## src/rtl/i2csw_consts.svh

```systemverilog
// Offsets, field positions, reset values and address parts of the switch controller.
// Assumes inclusion by bare name from the package and the design modules.
//
// What this block does
// - One upstream bus, four downstream pairs, each connectable on its own.
// - The control byte selects any channel combination, all four included.
// - Four active-low channel interrupt inputs, one per downstream pair.
// - Combined interrupt output is the AND of the four active-low inputs.
// - Reset pin low resets the protocol machine and deselects all channels.
// - Power-on reset gives the same state as the reset pin, glitch free.
// - Two static select inputs give the variable part of the slave address.
// - Fixed address part is a build parameter with three variants.
// - Works at any upstream clock rate from static to fast mode.
// - Low four bits of the written byte enable channels, bit n channel n.
// - A new selection takes effect only after a STOP on the upstream bus.
// - A read returns channel interrupt states 0..3 in bits 4..7, set active.
// - Of several written data bytes only the last one is kept.
`ifndef I2CSW_CONSTS_SVH
`define I2CSW_CONSTS_SVH

// Register byte offsets
`define I2CSW_OFS_CTRL     4'h0
`define I2CSW_OFS_STATUS   4'h4
`define I2CSW_OFS_MASK     4'h8
`define I2CSW_OFS_CFG      4'hc

// Status bit positions
`define I2CSW_ST_COMMIT    0
`define I2CSW_ST_CHIRQ     1
`define I2CSW_ST_EXTRST    5
`define I2CSW_ST_W         6

// Control image field positions
`define I2CSW_CT_PEND      4
`define I2CSW_CT_PVALID    8
`define I2CSW_CT_ACTIVE    9
`define I2CSW_CT_EXTRST    13

// Reset values
`define I2CSW_RST_CHAN     4'h0
`define I2CSW_RST_MASK     6'h00
`define I2CSW_RST_CFG      1'b0
`define I2CSW_RST_PINS     9'h1ff

// Fixed address part per variant, arbitrary values
`define I2CSW_FIX_A        5'h0a
`define I2CSW_FIX_B        5'h0b
`define I2CSW_FIX_C        5'h0c

`endif

```

## src/rtl/i2csw_pkg.sv

```systemverilog
// Types shared by the switch controller modules.
// Assumes the constants header sits next to it.
`include "i2csw_consts.svh"

package i2csw_pkg;

  typedef enum logic [2:0] {
    I2CSW_IDLE = 3'h0,
    I2CSW_ADDR = 3'h1,
    I2CSW_AACK = 3'h3,
    I2CSW_WR   = 3'h2,
    I2CSW_WACK = 3'h6,
    I2CSW_RD   = 3'h7,
    I2CSW_RACK = 3'h5
  } i2csw_state_t;

  typedef struct packed {
    logic        read;
    logic        write;
    logic [3:0]  address;
    logic [31:0] writedata;
  } i2csw_av_req_t;

  typedef struct packed {
    i2csw_state_t st;
    logic [2:0]   bitcnt;
    logic [7:0]   shift;
    logic         byte_done;
    logic         rw;
    logic         nack;
    logic         drive;
    logic [7:0]   pend;
    logic         pend_valid;
    logic [3:0]   chan_en;
    logic         scl_q;
    logic         sda_q;
    logic [3:0]   act_q;
    logic         rst_q;
    logic         av_ack;
    logic [31:0]  rdata;
    logic [`I2CSW_ST_W-1:0] status;
    logic [`I2CSW_ST_W-1:0] mask;
    logic         cfg;
    logic         irq;
    logic         int_n;
  } i2csw_top_state_t;

endpackage : i2csw_pkg

```

## src/rtl/i2csw_top.sv

```systemverilog
// Control logic of a four-channel two-wire bus switch with interrupt combining.
// Assumes open-drain pads outside; all pin inputs are asynchronous to clk_i.
//
// Implementation choices: the Avalon-MM interface to the registers and the register addresses.
`timescale 1ns/100ps
`include "i2csw_consts.svh"

module i2csw_top #(
  parameter int ADDR_VARIANT = 0
) (
  input  wire logic                    clk_i,
  input  wire logic                    sys_rst_i,
  input  wire i2csw_pkg::i2csw_av_req_t avs_req_i,
  output logic [31:0]                  avs_readdata_o,
  output logic                         avs_waitrequest_o,
  output logic                         irq_o,
  input  wire logic                    scl_i,
  input  wire logic                    sda_i,
  output logic                         sda_o,
  output logic                         sda_oe_n_o,
  input  wire logic                    ext_rst_n_i,
  input  wire logic                    chan0_irq_in_n_i,
  input  wire logic                    chan1_irq_in_n_i,
  input  wire logic                    chan2_irq_in_n_i,
  input  wire logic                    chan3_irq_in_n_i,
  input  wire logic                    addr_sel_bit0_i,
  input  wire logic                    addr_sel_bit1_i,
  output logic                         int_n_o,
  output logic [3:0]                   downstream_channel_pair_en_o
);
  import i2csw_pkg::*;

  localparam logic [4:0] FIX_PART = (ADDR_VARIANT == 2) ? `I2CSW_FIX_C :
                                    (ADDR_VARIANT == 1) ? `I2CSW_FIX_B :
                                                          `I2CSW_FIX_A;

  i2csw_top_state_t r_reg;
  i2csw_top_state_t r_next;

  logic [8:0] pins_s;
  logic       scl_s;
  logic       sda_s;
  logic [3:0] irq_n_s;
  logic [1:0] sel_s;
  logic       rst_n_s;

  // All pins pass two flops before any logic reads them
  i2csw_sync #(
    .W   (9),
    .RST (`I2CSW_RST_PINS)
  ) u_sync (
    .clk_i     (clk_i),
    .sys_rst_i (sys_rst_i),
    .pin_i     ({ext_rst_n_i, addr_sel_bit1_i, addr_sel_bit0_i,
                 chan3_irq_in_n_i, chan2_irq_in_n_i, chan1_irq_in_n_i,
                 chan0_irq_in_n_i, sda_i, scl_i}),
    .sync_o    (pins_s)
  );

  assign scl_s   = pins_s[0];
  assign sda_s   = pins_s[1];
  assign irq_n_s = pins_s[5:2];
  assign sel_s   = pins_s[7:6];
  assign rst_n_s = pins_s[8];

  // Edges and bus conditions, seen on the synchronised lines
  logic scl_rise;
  logic scl_fall;
  logic start_ev;
  logic stop_ev;
  logic bus_rst;
  logic addr_hit;
  logic av_req;
  logic av_take;
  logic [3:0] act;

  assign scl_rise = scl_s & ~r_reg.scl_q;
  assign scl_fall = ~scl_s & r_reg.scl_q;
  assign start_ev = scl_s & r_reg.scl_q & r_reg.sda_q & ~sda_s;
  assign stop_ev  = scl_s & r_reg.scl_q & ~r_reg.sda_q & sda_s;
  assign bus_rst  = ~rst_n_s | r_reg.cfg;
  assign addr_hit = (r_reg.shift[7:1] == {FIX_PART, sel_s});
  assign av_req   = avs_req_i.read | avs_req_i.write;
  assign av_take  = av_req & r_reg.av_ack;
  assign act      = ~irq_n_s;

  // Register image for a bus read
  function automatic logic [31:0] reg_image(input logic [3:0]        ofs,
                                            input i2csw_top_state_t s,
                                            input logic [3:0]        a,
                                            input logic              rn);
    logic [31:0] v;
    v = 32'h0;
    case (ofs)
      `I2CSW_OFS_CTRL: begin
        v[3:0]                               = s.chan_en;
        v[`I2CSW_CT_PEND+3:`I2CSW_CT_PEND]     = s.pend[3:0];
        v[`I2CSW_CT_PVALID]                  = s.pend_valid;
        v[`I2CSW_CT_ACTIVE+3:`I2CSW_CT_ACTIVE] = a;
        v[`I2CSW_CT_EXTRST]                  = ~rn;
      end
      `I2CSW_OFS_STATUS: v[`I2CSW_ST_W-1:0] = s.status;
      `I2CSW_OFS_MASK:   v[`I2CSW_ST_W-1:0] = s.mask;
      `I2CSW_OFS_CFG:    v[0] = s.cfg;
      default:           v = 32'h0;
    endcase
    return v;
  endfunction : reg_image

  always_comb begin
    logic [`I2CSW_ST_W-1:0] ev;
    logic [`I2CSW_ST_W-1:0] clr;
    ev  = '0;
    clr = '0;
    r_next       = r_reg;
    r_next.scl_q = scl_s;
    r_next.sda_q = sda_s;
    r_next.act_q = act;
    r_next.rst_q = rst_n_s;

    // Slave protocol machine, any scl rate down to static
    case (r_reg.st)
      I2CSW_IDLE: begin
        r_next.drive = 1'b0;
      end
      I2CSW_ADDR, I2CSW_WR: begin
        if (scl_rise && !r_reg.byte_done) begin
          r_next.shift  = {r_reg.shift[6:0], sda_s};
          r_next.bitcnt = r_reg.bitcnt + 3'h1;
          if (r_reg.bitcnt == 3'h7) begin
            r_next.byte_done = 1'b1;
          end
        end else if (scl_fall && r_reg.byte_done) begin
          r_next.byte_done = 1'b0;
          r_next.bitcnt    = 3'h0;
          if (r_reg.st == I2CSW_WR) begin
            // Each new byte overwrites, so the last one wins
            r_next.pend       = r_reg.shift;
            r_next.pend_valid = 1'b1;
            r_next.drive      = 1'b1;
            r_next.st         = I2CSW_WACK;
          end else if (addr_hit) begin
            r_next.rw    = r_reg.shift[0];
            r_next.drive = 1'b1;
            r_next.st    = I2CSW_AACK;
          end else begin
            r_next.st = I2CSW_IDLE;
          end
        end
      end
      I2CSW_AACK: begin
        if (scl_fall) begin
          if (r_reg.rw) begin
            // Interrupt states sampled at read time
            r_next.shift  = {act, r_reg.chan_en};
            r_next.drive  = ~act[3];
            r_next.bitcnt = 3'h0;
            r_next.st     = I2CSW_RD;
          end else begin
            r_next.drive = 1'b0;
            r_next.st    = I2CSW_WR;
          end
        end
      end
      I2CSW_WACK: begin
        if (scl_fall) begin
          r_next.drive = 1'b0;
          r_next.st    = I2CSW_WR;
        end
      end
      I2CSW_RD: begin
        if (scl_fall) begin
          r_next.bitcnt = r_reg.bitcnt + 3'h1;
          if (r_reg.bitcnt == 3'h7) begin
            r_next.drive = 1'b0;
            r_next.st    = I2CSW_RACK;
          end else begin
            r_next.shift = {r_reg.shift[6:0], 1'b0};
            r_next.drive = ~r_reg.shift[6];
          end
        end
      end
      I2CSW_RACK: begin
        if (scl_rise) begin
          r_next.nack = sda_s;
        end else if (scl_fall) begin
          if (r_reg.nack) begin
            r_next.st = I2CSW_IDLE;
          end else begin
            r_next.shift  = {act, r_reg.chan_en};
            r_next.drive  = ~act[3];
            r_next.bitcnt = 3'h0;
            r_next.st     = I2CSW_RD;
          end
        end
      end
      default: begin
        r_next.st    = I2CSW_IDLE;
        r_next.drive = 1'b0;
      end
    endcase

    // Start and stop override the byte machine
    if (start_ev) begin
      r_next.st        = I2CSW_ADDR;
      r_next.bitcnt    = 3'h0;
      r_next.byte_done = 1'b0;
      r_next.drive     = 1'b0;
    end else if (stop_ev) begin
      r_next.st        = I2CSW_IDLE;
      r_next.byte_done = 1'b0;
      r_next.drive     = 1'b0;
      // Switching at stop keeps every line high at connection
      if (r_reg.pend_valid) begin
        r_next.chan_en    = r_reg.pend[3:0];
        r_next.pend_valid = 1'b0;
        ev[`I2CSW_ST_COMMIT] = 1'b1;
      end
    end

    // Reset pin or software deselect: stuck downstream bus recovery
    if (bus_rst) begin
      r_next.st         = I2CSW_IDLE;
      r_next.drive      = 1'b0;
      r_next.byte_done  = 1'b0;
      r_next.bitcnt     = 3'h0;
      r_next.pend_valid = 1'b0;
      r_next.chan_en    = `I2CSW_RST_CHAN;
    end

    ev[`I2CSW_ST_CHIRQ+3:`I2CSW_ST_CHIRQ] = act & ~r_reg.act_q;
    ev[`I2CSW_ST_EXTRST] = r_reg.rst_q & ~rst_n_s;

    // Bus slave: one wait cycle, then the request is taken
    r_next.av_ack = av_req & ~r_reg.av_ack;
    if (av_req && !r_reg.av_ack) begin
      r_next.rdata = avs_req_i.write ? 32'h0 :
                     reg_image(avs_req_i.address, r_reg, act, rst_n_s);
    end
    // Clear only what the read returned, so a later event is not lost
    if (av_take && avs_req_i.read && avs_req_i.address == `I2CSW_OFS_STATUS) begin
      clr = r_reg.rdata[`I2CSW_ST_W-1:0];
    end
    if (av_take && avs_req_i.write) begin
      case (avs_req_i.address)
        `I2CSW_OFS_MASK: r_next.mask = avs_req_i.writedata[`I2CSW_ST_W-1:0];
        `I2CSW_OFS_CFG:  r_next.cfg  = avs_req_i.writedata[0];
        default: begin
        end
      endcase
    end

    // A new event in the clearing cycle survives
    r_next.status = (r_reg.status & ~clr) | ev;
    r_next.irq    = |(r_next.status & r_next.mask);
    r_next.int_n  = &irq_n_s;
  end

  always_ff @(posedge clk_i) begin
    if (sys_rst_i) begin
      r_reg            <= '0;
      r_reg.st         <= I2CSW_IDLE;
      r_reg.chan_en    <= `I2CSW_RST_CHAN;
      r_reg.mask       <= `I2CSW_RST_MASK;
      r_reg.cfg        <= `I2CSW_RST_CFG;
      r_reg.scl_q      <= 1'b1;
      r_reg.sda_q      <= 1'b1;
      r_reg.rst_q      <= 1'b1;
      r_reg.int_n      <= 1'b1;
    end else begin
      r_reg <= r_next;
    end
  end

  assign avs_waitrequest_o = av_req & ~r_reg.av_ack;
  assign avs_readdata_o    = r_reg.rdata;
  assign irq_o             = r_reg.irq;
  assign sda_o             = 1'b0;
  assign sda_oe_n_o        = ~r_reg.drive;
  assign int_n_o           = r_reg.int_n;
  // Enables drive external pass switches, traffic is not retimed
  assign downstream_channel_pair_en_o = r_reg.chan_en;
endmodule : i2csw_top

```

## src/rtl/i2csw_sync.sv

```systemverilog
// Two-stage synchroniser for a group of pin inputs.
// Assumes the inputs are static or slow against clk_i.
`timescale 1ns/100ps

module i2csw_sync #(
  parameter int         W   = 1,
  parameter logic [W-1:0] RST = '1
) (
  input  wire logic         clk_i,
  input  wire logic         sys_rst_i,
  input  wire logic [W-1:0] pin_i,
  output logic      [W-1:0] sync_o
);
  import i2csw_pkg::*;

  typedef struct packed {
    logic [W-1:0] s1;
    logic [W-1:0] s2;
  } i2csw_sync_t;

  i2csw_sync_t sync_reg;
  i2csw_sync_t sync_next;

  // First stage feeds only the second stage
  always_comb begin
    sync_next    = sync_reg;
    sync_next.s1 = pin_i;
    sync_next.s2 = sync_reg.s1;
  end

  always_ff @(posedge clk_i) begin
    if (sys_rst_i) begin
      sync_reg <= '{s1: RST, s2: RST};
    end else begin
      sync_reg <= sync_next;
    end
  end

  assign sync_o = sync_reg.s2;

endmodule : i2csw_sync

```

## config.mk

```make
export PLATFORM = sky130hd
export DESIGN_NAME = i2csw_top
export DESIGN_NICKNAME = d
export VERILOG_FILES = /design/src/rtl/i2csw_pkg.sv /design/src/rtl/i2csw_top.sv /design/src/rtl/i2csw_sync.sv
export VERILOG_INCLUDE_DIRS = /design/src /design/src/rtl
export SDC_FILE = /design/constraint.sdc
export NUM_CORES = 1
export LEC_CHECK = 0
export BUFFER_PORTS_ARGS = -buffer_cell sky130_fd_sc_hd__buf_4
export CAP_MARGIN = 20
export CORE_MARGIN = 8
export CORE_UTILIZATION = 58
export CTS_CLUSTER_SIZE = 24
export DETAILED_ROUTE_END_ITERATION = 8
export GPL_TIMING_DRIVEN = 1
export PLACE_DENSITY = 0.85
export SYNTH_ARGS = -nofsm -noshare
export SYNTH_HDL_FRONTEND = slang
export SYNTH_SLANG_ARGS = --single-unit
```

## constraint.sdc

```tcl
create_clock -name clk_i -period 4.75 [get_ports clk_i]
set_clock_uncertainty 0.2 [all_clocks]
set_input_delay 0.2375 -clock clk_i [delete_from_list [all_inputs] [get_ports clk_i]]
set_output_delay 0.2375 -clock clk_i [all_outputs]
set_load 0.02 [all_outputs]
```

# ---- Word level (Yosys, flattened, before mapping)
# Cells that the tools add are included.
dict set report op_classes {
  n_reduce_logical 29
  n_addsub 1
  mux 55
  eq_ne 35
  bitwise 32
}
# op n
set ops {}
lappend ops {{$mux W14} 5}
lappend ops {{$pmux W11 S4} 1}
lappend ops {{$reduce_and A9 Y1} 4}
lappend ops {{$ne A4 B4 Y1 const B} 8}
lappend ops {{$mux W8} 3}
lappend ops {{$ne A2 B2 Y1 const B} 12}
lappend ops {{$mux W11} 2}
lappend ops {{$mux W1} 21}
lappend ops {{$mux W3} 7}
lappend ops {{$mux W10} 2}
lappend ops {{$mux W6} 3}
lappend ops {{$pmux W3 S6} 1}
lappend ops {{$mux W5} 3}
lappend ops {{$pmux W5 S3} 1}
lappend ops {{$not A1 Y1} 13}
lappend ops {{$and A6 B6 Y6} 2}
lappend ops {{$eq A3 B3 Y1 const B} 4}
lappend ops {{$and A1 B1 Y1} 10}
lappend ops {{$mux W9} 1}
lappend ops {{$ne A3 B3 Y1 const B} 3}
lappend ops {{$eq A4 B4 Y1 const B} 2}
lappend ops {{$not A4 Y4} 2}
lappend ops {{$reduce_and A4 Y1} 2}
lappend ops {{$reduce_and A8 Y1} 1}
lappend ops {{other kinds (27)} 39}
dict set report word_totals {
  ff_bits 104
  input_bits 49
  out_inout_bits 41
  elab_cells 176
}

# ---- Depth between registers and ports, before layout
# Gate-level depths: netlist (run 1).
dict set report logic_depth {
  depth_word 10
  ltp_mapped 7
  mapped_depth_nobuf 7
}

# ---- Hierarchy
# Synthesis (run 1) repeated with hierarchy kept, for this count alone.
dict set report unflattened {
  cells_unflattened 424
  hier_area_um2 3816.2
}
# module seq_area_each_um2 area_per_inst_um2 instances cells_each
set by_module_without_submodules {}
lappend by_module_without_submodules {i2csw_top 1281.2 3331.9 1 387}
lappend by_module_without_submodules {i2csw_sync 360.3 484.2 1 37}

# ---- Worst setup path before layout (run 1)
# Ideal clock, no wire load.
dict set report synth_timing {
  kind {input port to flip-flop}
  from {input avs_req_i[34] (netlist bit)}
  to {register r_reg (netlist bit irq_o)}
  arrival_ns 1.567
  path_slack_ns 2.863
  required_time_ns 4.430
  setup_time_ns 0.120
  path_buffers 1
  stages 6
  cell_sequence {buf_6 nand3b_4 nor4b_4 mux2i_1 o22ai_1 o31a_1}
}
dict set report synth_via {
  elab_chain_len 8
  elab_cells_between_ends 11
  classes_between {eq/ne (2); mux (3); bitwise (4); reduce/logical (2)}
}
# item line_no
set synth_rtl {}
lappend synth_rtl {{from (decl)} i2csw_top.sv:13} ;# input wire i2csw_pkg::i2csw_av_req_t avs_req_i,
lappend synth_rtl {{$eq A4 B3 Y1} n/a}
lappend synth_rtl {{$logic_and A1 B1 Y1 (no line)} n/a}
lappend synth_rtl {{$mux W6} i2csw_top.sv:241} ;# if (av_take && avs_req_i.read && avs_req_i.address == `I2CSW_OFS_STATUS) begin
lappend synth_rtl {{$not A6 Y6} i2csw_top.sv:254} ;# r_next.status = (r_reg.status & ~clr) | ev;
lappend synth_rtl {{$and A6 B6 Y6} i2csw_top.sv:254}
lappend synth_rtl {{$or A6 B6 Y6} i2csw_top.sv:254}
lappend synth_rtl {{$and A6 B6 Y6 *} i2csw_top.sv:255} ;# r_next.irq = |(r_next.status & r_next.mask);
lappend synth_rtl {{$reduce_or A6 Y1 *} i2csw_top.sv:255}
lappend synth_rtl {{to (signal assigned)} i2csw_top.sv:271} ;# r_reg <= r_next;
lappend synth_rtl {{to (decl)} i2csw_top.sv:37} ;# i2csw_top_state_t r_reg;
# Mark *: on every way between the ends. The rest lies on a longest branch, timed or not.
# A chain may end at the register's enable or synchronous reset.

# ---- Worst setup path in the final report (run 1)
dict set report layout_timing {
  from {register r_reg[83] (netlist bit)}
  to {register r_reg[72] (netlist bit)}
}
dict set report layout_via {
  elab_chain_len 4
  elab_cells_between_ends 17
  classes_between {eq/ne (13); mux (1); reduce/logical (3)}
}
# item line_no
set layout_rtl {}
lappend layout_rtl {{$eq A3 B2 Y1 or $eq A3 B1 Y1 (tied branches)} i2csw_top.sv:122} ;# case (r_reg.st)
lappend layout_rtl {{$reduce_or A2 Y1} i2csw_top.sv:122}
lappend layout_rtl {{$ne A2 B2 Y1 (no line) or $reduce_bool A4 Y1 (tied branches)} n/a}
lappend layout_rtl {{$reduce_and A9 Y1 (no line)} n/a}
# Several ways; a longest one is shown, not always the timed one.

==> results of run 1 <==
==> through the flow <==
stage	setup slack (ns)	hold WS, ns	std cells
3_3_place_gp	2.21	0.191	498
4_1_cts	2.13	0.0769	530
3_5_place_dp	2.15	0.192	499
5_1_grt	1.82	0.117	530
6_report	2.08	0.0951	530
2_1_floorplan	2.86	0.141	438
==> cell type report <==
type	count	area (um^2)
Timing Repair Buffer	60	488
Fill cell	511	2120
Tap cell	77	96.3
Clock inverter	6	51.3
Sequential cell	82	1640
Multi-Input combinational cell	290	1840
Inverter	5	18.8
Clock buffer	10	128
==> path summary, 6_finish.rpt <==
| kind | start | endpoint | slack, ns | depth (start not counted) |
|---|---|---|---|---|
| worst min register to register | u_sync.sync_next[7] | u_sync.sync_o[7] | 0.21 | 1 |
| worst min-delay path | avs_req_i[37] | r_reg[47] | 0.1 | 3 |
| worst max-delay path | r_reg[83] | r_reg[72] | 2.08 | 4 |
| worst max register to register | r_reg[83] | r_reg[72] | 2.08 | 4 |
==> worst register-to-register path: stages, from the launching register on <==
cell      delay, ns
dfxtp_1        0.96
a32oi_1        0.26
o21ai_1        0.74
a21oi_1        0.17
a311oi_2       0.26
==> logic make-up after synthesis <==
family	share of synthesized area [%]
and+or+nand+nor	20.1
DFF	42.8
buffers and inverters	10.9
xor gates and xnor gates	1.14
adders and majority gates	0.652
muxes	8.19
other	0.0978
AOI/OAI and AO/OA	16.1
==> cell usage in the layout, fill, tap and decap left out, types with 8 or more instances in the layout <==
| cell | instances |
|---|---|
| a21oi_1 | 23 |
| or2_2 | 21 |
| mux2i_1 | 28 |
| a31oi_1 | 9 |
| nand3_1 | 14 |
| a22oi_1 | 9 |
| dfxtp_1 | 82 |
| nor2_1 | 53 |
| buf_4 | 45 |
| o21ai_0 | 14 |
| conb_1 | 19 |
| clkbuf_8 | 9 |
| dlygate4sd3_1 | 15 |
| nand2_1 | 19 |
| nand2b_1 | 8 |
==> where the power goes <==
| part | internal, mW | switching, mW |
|---|---|---|
| Sequential | 0.702 | 0.0134 |
| Combinational | 0.0463 | 0.0624 |
| Clock | 0.197 | 0.265 |
| Total | 0.945 | 0.341 |
==> metal layers <==
layer | global-route usage [%] | part of all wire, %
met3 | 6.47 | 9.2
met1 | 21.8 | 42
met4 | 6.64 | 1.8
met5 | 0 | 0
met2 | 27.9 | 47
==> impl_metrics.csv, run 1 <==
group,metric,value,unit
drt,dr.pass1.iters,5,
grt,grt_pass1_wl,14100,um
min_path,hp-class,"input port to register",
pwr,p_per_area,301,nW/um^2
layout,drive_above_1_share,21.0,%
synthesis,synth_flop_cell,"dfxtp_1",
clocking,cts_resized,0,
layout,final_util,66.8,%
synthesis,syn_area,3840,um^2
drt,drtIter0Drc,225,
timing,period_share,56.3,%
timing,period_needed,2.67,ns
clocking,cts_setup_buffers,0,
clocking,clockRootBuffer,"clkbuf_8",
worst_setup_path,crit_chain,"a32oi_1, o21ai_1, a21oi_1, a311oi_2",
worst_setup_path,cpPeakStageDelay,0.96,ns
floorplanning,io_pins,90,
timing,rsz0062_at_grt,"false",
worst_setup_path,startpoint_type,"register",
drt,drc_errors,0,
worst_setup_path,arrival,2.75,ns
floorplanning,die_y,97.3,um
timing,setup_tns,0,ns
floorplanning,row_count,29,
grt,grt_pass1_vias,2932,
grt,track_usage,17.8,%
clocking,clk_path_buf_depth,2,
timing,setup_viol,0,
drt,vias_per_cell,5.81,
timing,max_slew_margin,35.7,%
worst_setup_path,worst_setup_path_end_kind,"register",
clocking,cts_inserted_buffers,9,
pwr,ir_drop,0.000254,V
drt,antenna_left,0,
floorplanning,start_util,60.1,%
pwr,total_power,1.29,mW
worst_setup_path,critical-path-top-delay-family,"compound AO/OA/AOI/OAI gates",
layout,syn_to_final_growth,11.3,%
drt,wirelength,8360,um
floorplanning,die_area,9470,um^2
layout,final_area,4270,um^2
timing,max_slew.worst_pin.slew,0.963,ns
placed_design,dpl.hpwl,5680,um
synthesis,synth_warnings,0,
synthesis,synth_edf_count,0,
synthesis,avgSynthCellArea,9.13,um^2
worst_setup_path,cpMaxStageDelayCell,"dfxtp_1",
pwr,leakagePower,1.70,nW
placed_design,gp_congestion,0.906,
clocking,cts.sinks,82,
clocking,htree_levels,3,
timing,hold_viol,0,
synthesis,seq_area_frac_synth,42.8,%
synthesis,synth_top_area_share,42.8,%
grt,grt_max_degree,70,
synthesis,yosysTopAreaCell,"dfxtp_1",
synthesis,synthArstFlopShare,0,%
floorplanning,die_w,97.3,um
clocking,clk_pin_slew,0.08,ns
placed_design,dpl_cell_area,3940,um^2
layout,largest_register_ffs,44,
grt,antenna_found_initial,0,
synthesis,ys_types,63,
clocking,insertion_delay,0.36,ns
timing,slew_viol_final,0,
grt,grt-ovfl-total,0,
timing,fmax,374,MHz
floorplanning,coreArea,6390,um^2
clocking,tritoncts,"built",
synthesis,synth_commonest_cells,"dfxtp_1 (82), nor2_1 (53), buf_4 (38)",
outcome,status,"completed",
flow_run,maxCapViolCount,0,
synthesis,netlist_top_cells_area,"dfxtp_1 (43%), buf_4 (7.4%), mux2i_1 (7.3%)",
layout,fin_nets,499,
drt,num_vias,3080,
worst_setup_path,crit_path_max_fanout,31,
placed_design,io_buffers,44,
drt,wire_per_inst,15.8,um
synthesis,syn_inst,420,
worst_setup_path,path_class,"register to register",
synthesis,synth_seq_cells,82,
worst_setup_path,path_buf_inv,0,
clocking,ctsHoldBuffers,15,
worst_setup_path,cp.required,4.82,ns
synthesis,synth.most_common_cell,"dfxtp_1",
layout,diodes,0,
No activity file was read; power rests on OpenSTA's default activity.
==> run 2, diff against run 1 <==
--- a/config.mk
+++ b/config.mk
@@ -9,11 +9,11 @@
 export BUFFER_PORTS_ARGS = -buffer_cell sky130_fd_sc_hd__buf_4
 export CAP_MARGIN = 20
 export CORE_MARGIN = 8
-export CORE_UTILIZATION = 58
+export CORE_UTILIZATION = 54
 export CTS_CLUSTER_SIZE = 24
 export DETAILED_ROUTE_END_ITERATION = 8
 export GPL_TIMING_DRIVEN = 1
-export PLACE_DENSITY = 0.85
+export PLACE_DENSITY = 0.8
 export SYNTH_ARGS = -nofsm -noshare
 export SYNTH_HDL_FRONTEND = slang
 export SYNTH_SLANG_ARGS = --single-unit
==> constraint.sdc (replaced) <==
create_clock -name clk_i -period 2.6 [get_ports clk_i]
set_clock_uncertainty 0.2 [all_clocks]
set_input_delay 0.13 -clock clk_i [delete_from_list [all_inputs] [get_ports clk_i]]
set_output_delay 0.13 -clock clk_i [all_outputs]
set_load 0.02 [all_outputs]
==> impl_metrics.csv, run 2 (synthesis results as in run 1) <==
group,metric,value,unit
pwr,leakagePower,1.76,nW
pwr,p_sw,0.678,mW
clocking,htree_levels,3,
timing,period_share,94.6,%
placed_design,io_buffers,44,
clocking,tritoncts,"built",
timing,rsz0062_at_grt,"false",
grt,track_usage,17.6,%
pwr,seqPwrFrac,53.7,%
worst_setup_path,path_class,"input port to register",
layout,syn_to_final_growth,15.8,%
layout,largest_register_ffs,44,
floorplanning,start_util,56.2,%
timing,setup_viol,0,
timing,max_slew_margin,58.5,%
floorplanning,die_area,10100,um^2
clocking,clk_path_buf_depth,2,
clocking,cts_inserted_buffers,9,
layout,final_area,4440,um^2
timing,max_slew.worst_pin.slew,0.623,ns
clocking,clockRootBuffer,"clkbuf_8",
placed_design,dpl.hpwl,5870,um
pwr,power.internal,1.75,mW
timing,slew_viol_final,0,
grt,grt_pass1_vias,3049,
grt,grt_max_degree,69,
drt,dr.pass1.iters,4,
timing,setup_tns,0,ns
pwr,p_per_area,546,nW/um^2
worst_setup_path,arrival,2.52,ns
layout,final_util,65.0,%
timing,fmax,407,MHz
grt,antenna_found_initial,0,
placed_design,gp_congestion,0.944,
layout,drive_above_1_share,22.3,%
clocking,insertion_delay,0.36,ns
drt,drc_errors,0,
clocking,cts.sinks,82,
floorplanning,io_pins,90,
grt,grt_pass1_wl,14400,um
pwr,p_comb_share,8.8,%
drt,antenna_left,0,
drt,drtIter0Drc,168,
timing,hold_viol,0,
floorplanning,die_y,100,um
drt,vias_per_cell,5.45,
drt,num_vias,3071,
worst_setup_path,worst_setup_path_end_kind,"register",
worst_setup_path,crit_path_max_fanout,6,
worst_setup_path,startpoint_type,"input port",
drt,wirelength,8770,um
placed_design,dpl_cell_area,4010,um^2
grt,grt-ovfl-total,0,
layout,final_common_cell,"dfxtp_1",
clocking,clk_pin_slew,0.10,ns
timing,period_needed,2.46,ns
pwr,switching_share,27.9,%
layout,fin_nets,513,
drt,wire_per_inst,15.6,um
layout,mostFrequentLayoutCells,"dfxtp_1 (82), nor2_1 (53), buf_4 (52)",
floorplanning,row_count,30,
pwr,ir_drop,0.000442,V
worst_setup_path,cp.required,2.66,ns
outcome,status,"completed",
min_path,hp-class,"input port to register",
floorplanning,die_w,100,um
flow_run,maxCapViolCount,0,
layout,diodes,0,
floorplanning,coreArea,6830,um^2
pwr,clkPwrFrac,37.5,%
## run 2: changes by cell type in the layout (fill, tap and decap cells not counted), sizes merged
cell and change:
dlygate4sd3 +7, inv +1, clkinv -2, clkbuf -1, clkinvlp +2, buf +7
## run 2: timing repair
action                                  in CTS  in global routing
hold buffers                                22                  0
resized for setup                            0                  2
endpoints found under the hold margin       18                  0
endpoints found under the setup margin       0                  2
setup buffers                                0                  1
## run 2: metal layers
layer	global-route usage [%]	wire length, um	up-vias	part of all wire, %
met4	8.14	106	0	1.2
met2	29.3	4110	128	47
met3	4.08	701	11	8.0
met5	0	0	-	0
met1	21.0	3850	1437	44
li1	-	-	1495	-
## run 2: power by group through the flow
stage	logic, mW	clock network, mW	registers [mW]
floorplan	0.153	0	1.33
global placement	0.178	0	1.33
detailed placement	0.184	0	1.33
CTS	0.208	0.925	1.30
global route	0.230	0.966	1.31
finish	0.214	0.910	1.30
## run 2: critical path, cell delays in order
cell and delay, ns:
dlygate4sd3_1 0.53, buf_4 0.12, nor2b_1 0.35, nand3_1 0.14, a21oi_1 0.25, o22ai_1 0.15, o31a_1 0.30, dlygate4sd3_1 0.55
## run 2: through the flow
stage / setup WS, ns / hold WS (ns) / instances / power [mW]
6_report: 0.141 / 0.0683 / 563 / 2.43
4_1_cts: 0.0559 / 0.0106 / 562 / 2.44
3_3_place_gp: 0.339 / 0.114 / 523 / 1.51
3_5_place_dp: 0.260 / 0.117 / 524 / 1.52
2_1_floorplan: 0.807 / 0.0338 / 438 / 1.48
5_1_grt: 0.0342 / 0.114 / 563 / 2.50
## run 2: final timing paths
kind                        from           endpoint  slack (ns)  depth (start not counted)
max                avs_req_i[37]              irq_o        0.14                          8
min                avs_req_i[34]  avs_readdata_o[3]        0.07                          4
max reg2reg            r_reg[47]              irq_o        0.19                          6
min reg2reg  u_sync.sync_next[5]   u_sync.sync_o[5]        0.21                          1
## run 2: final cells by class
cell class              count  area, um^2
fillers                   557        2390
multi-input cells         290        1850
flip-flops and latches     82        1640
repair buffers             74         611
clock buffers               9         124
well taps                  96         120
clock inverters             7        73.8
inverters                   5        18.8
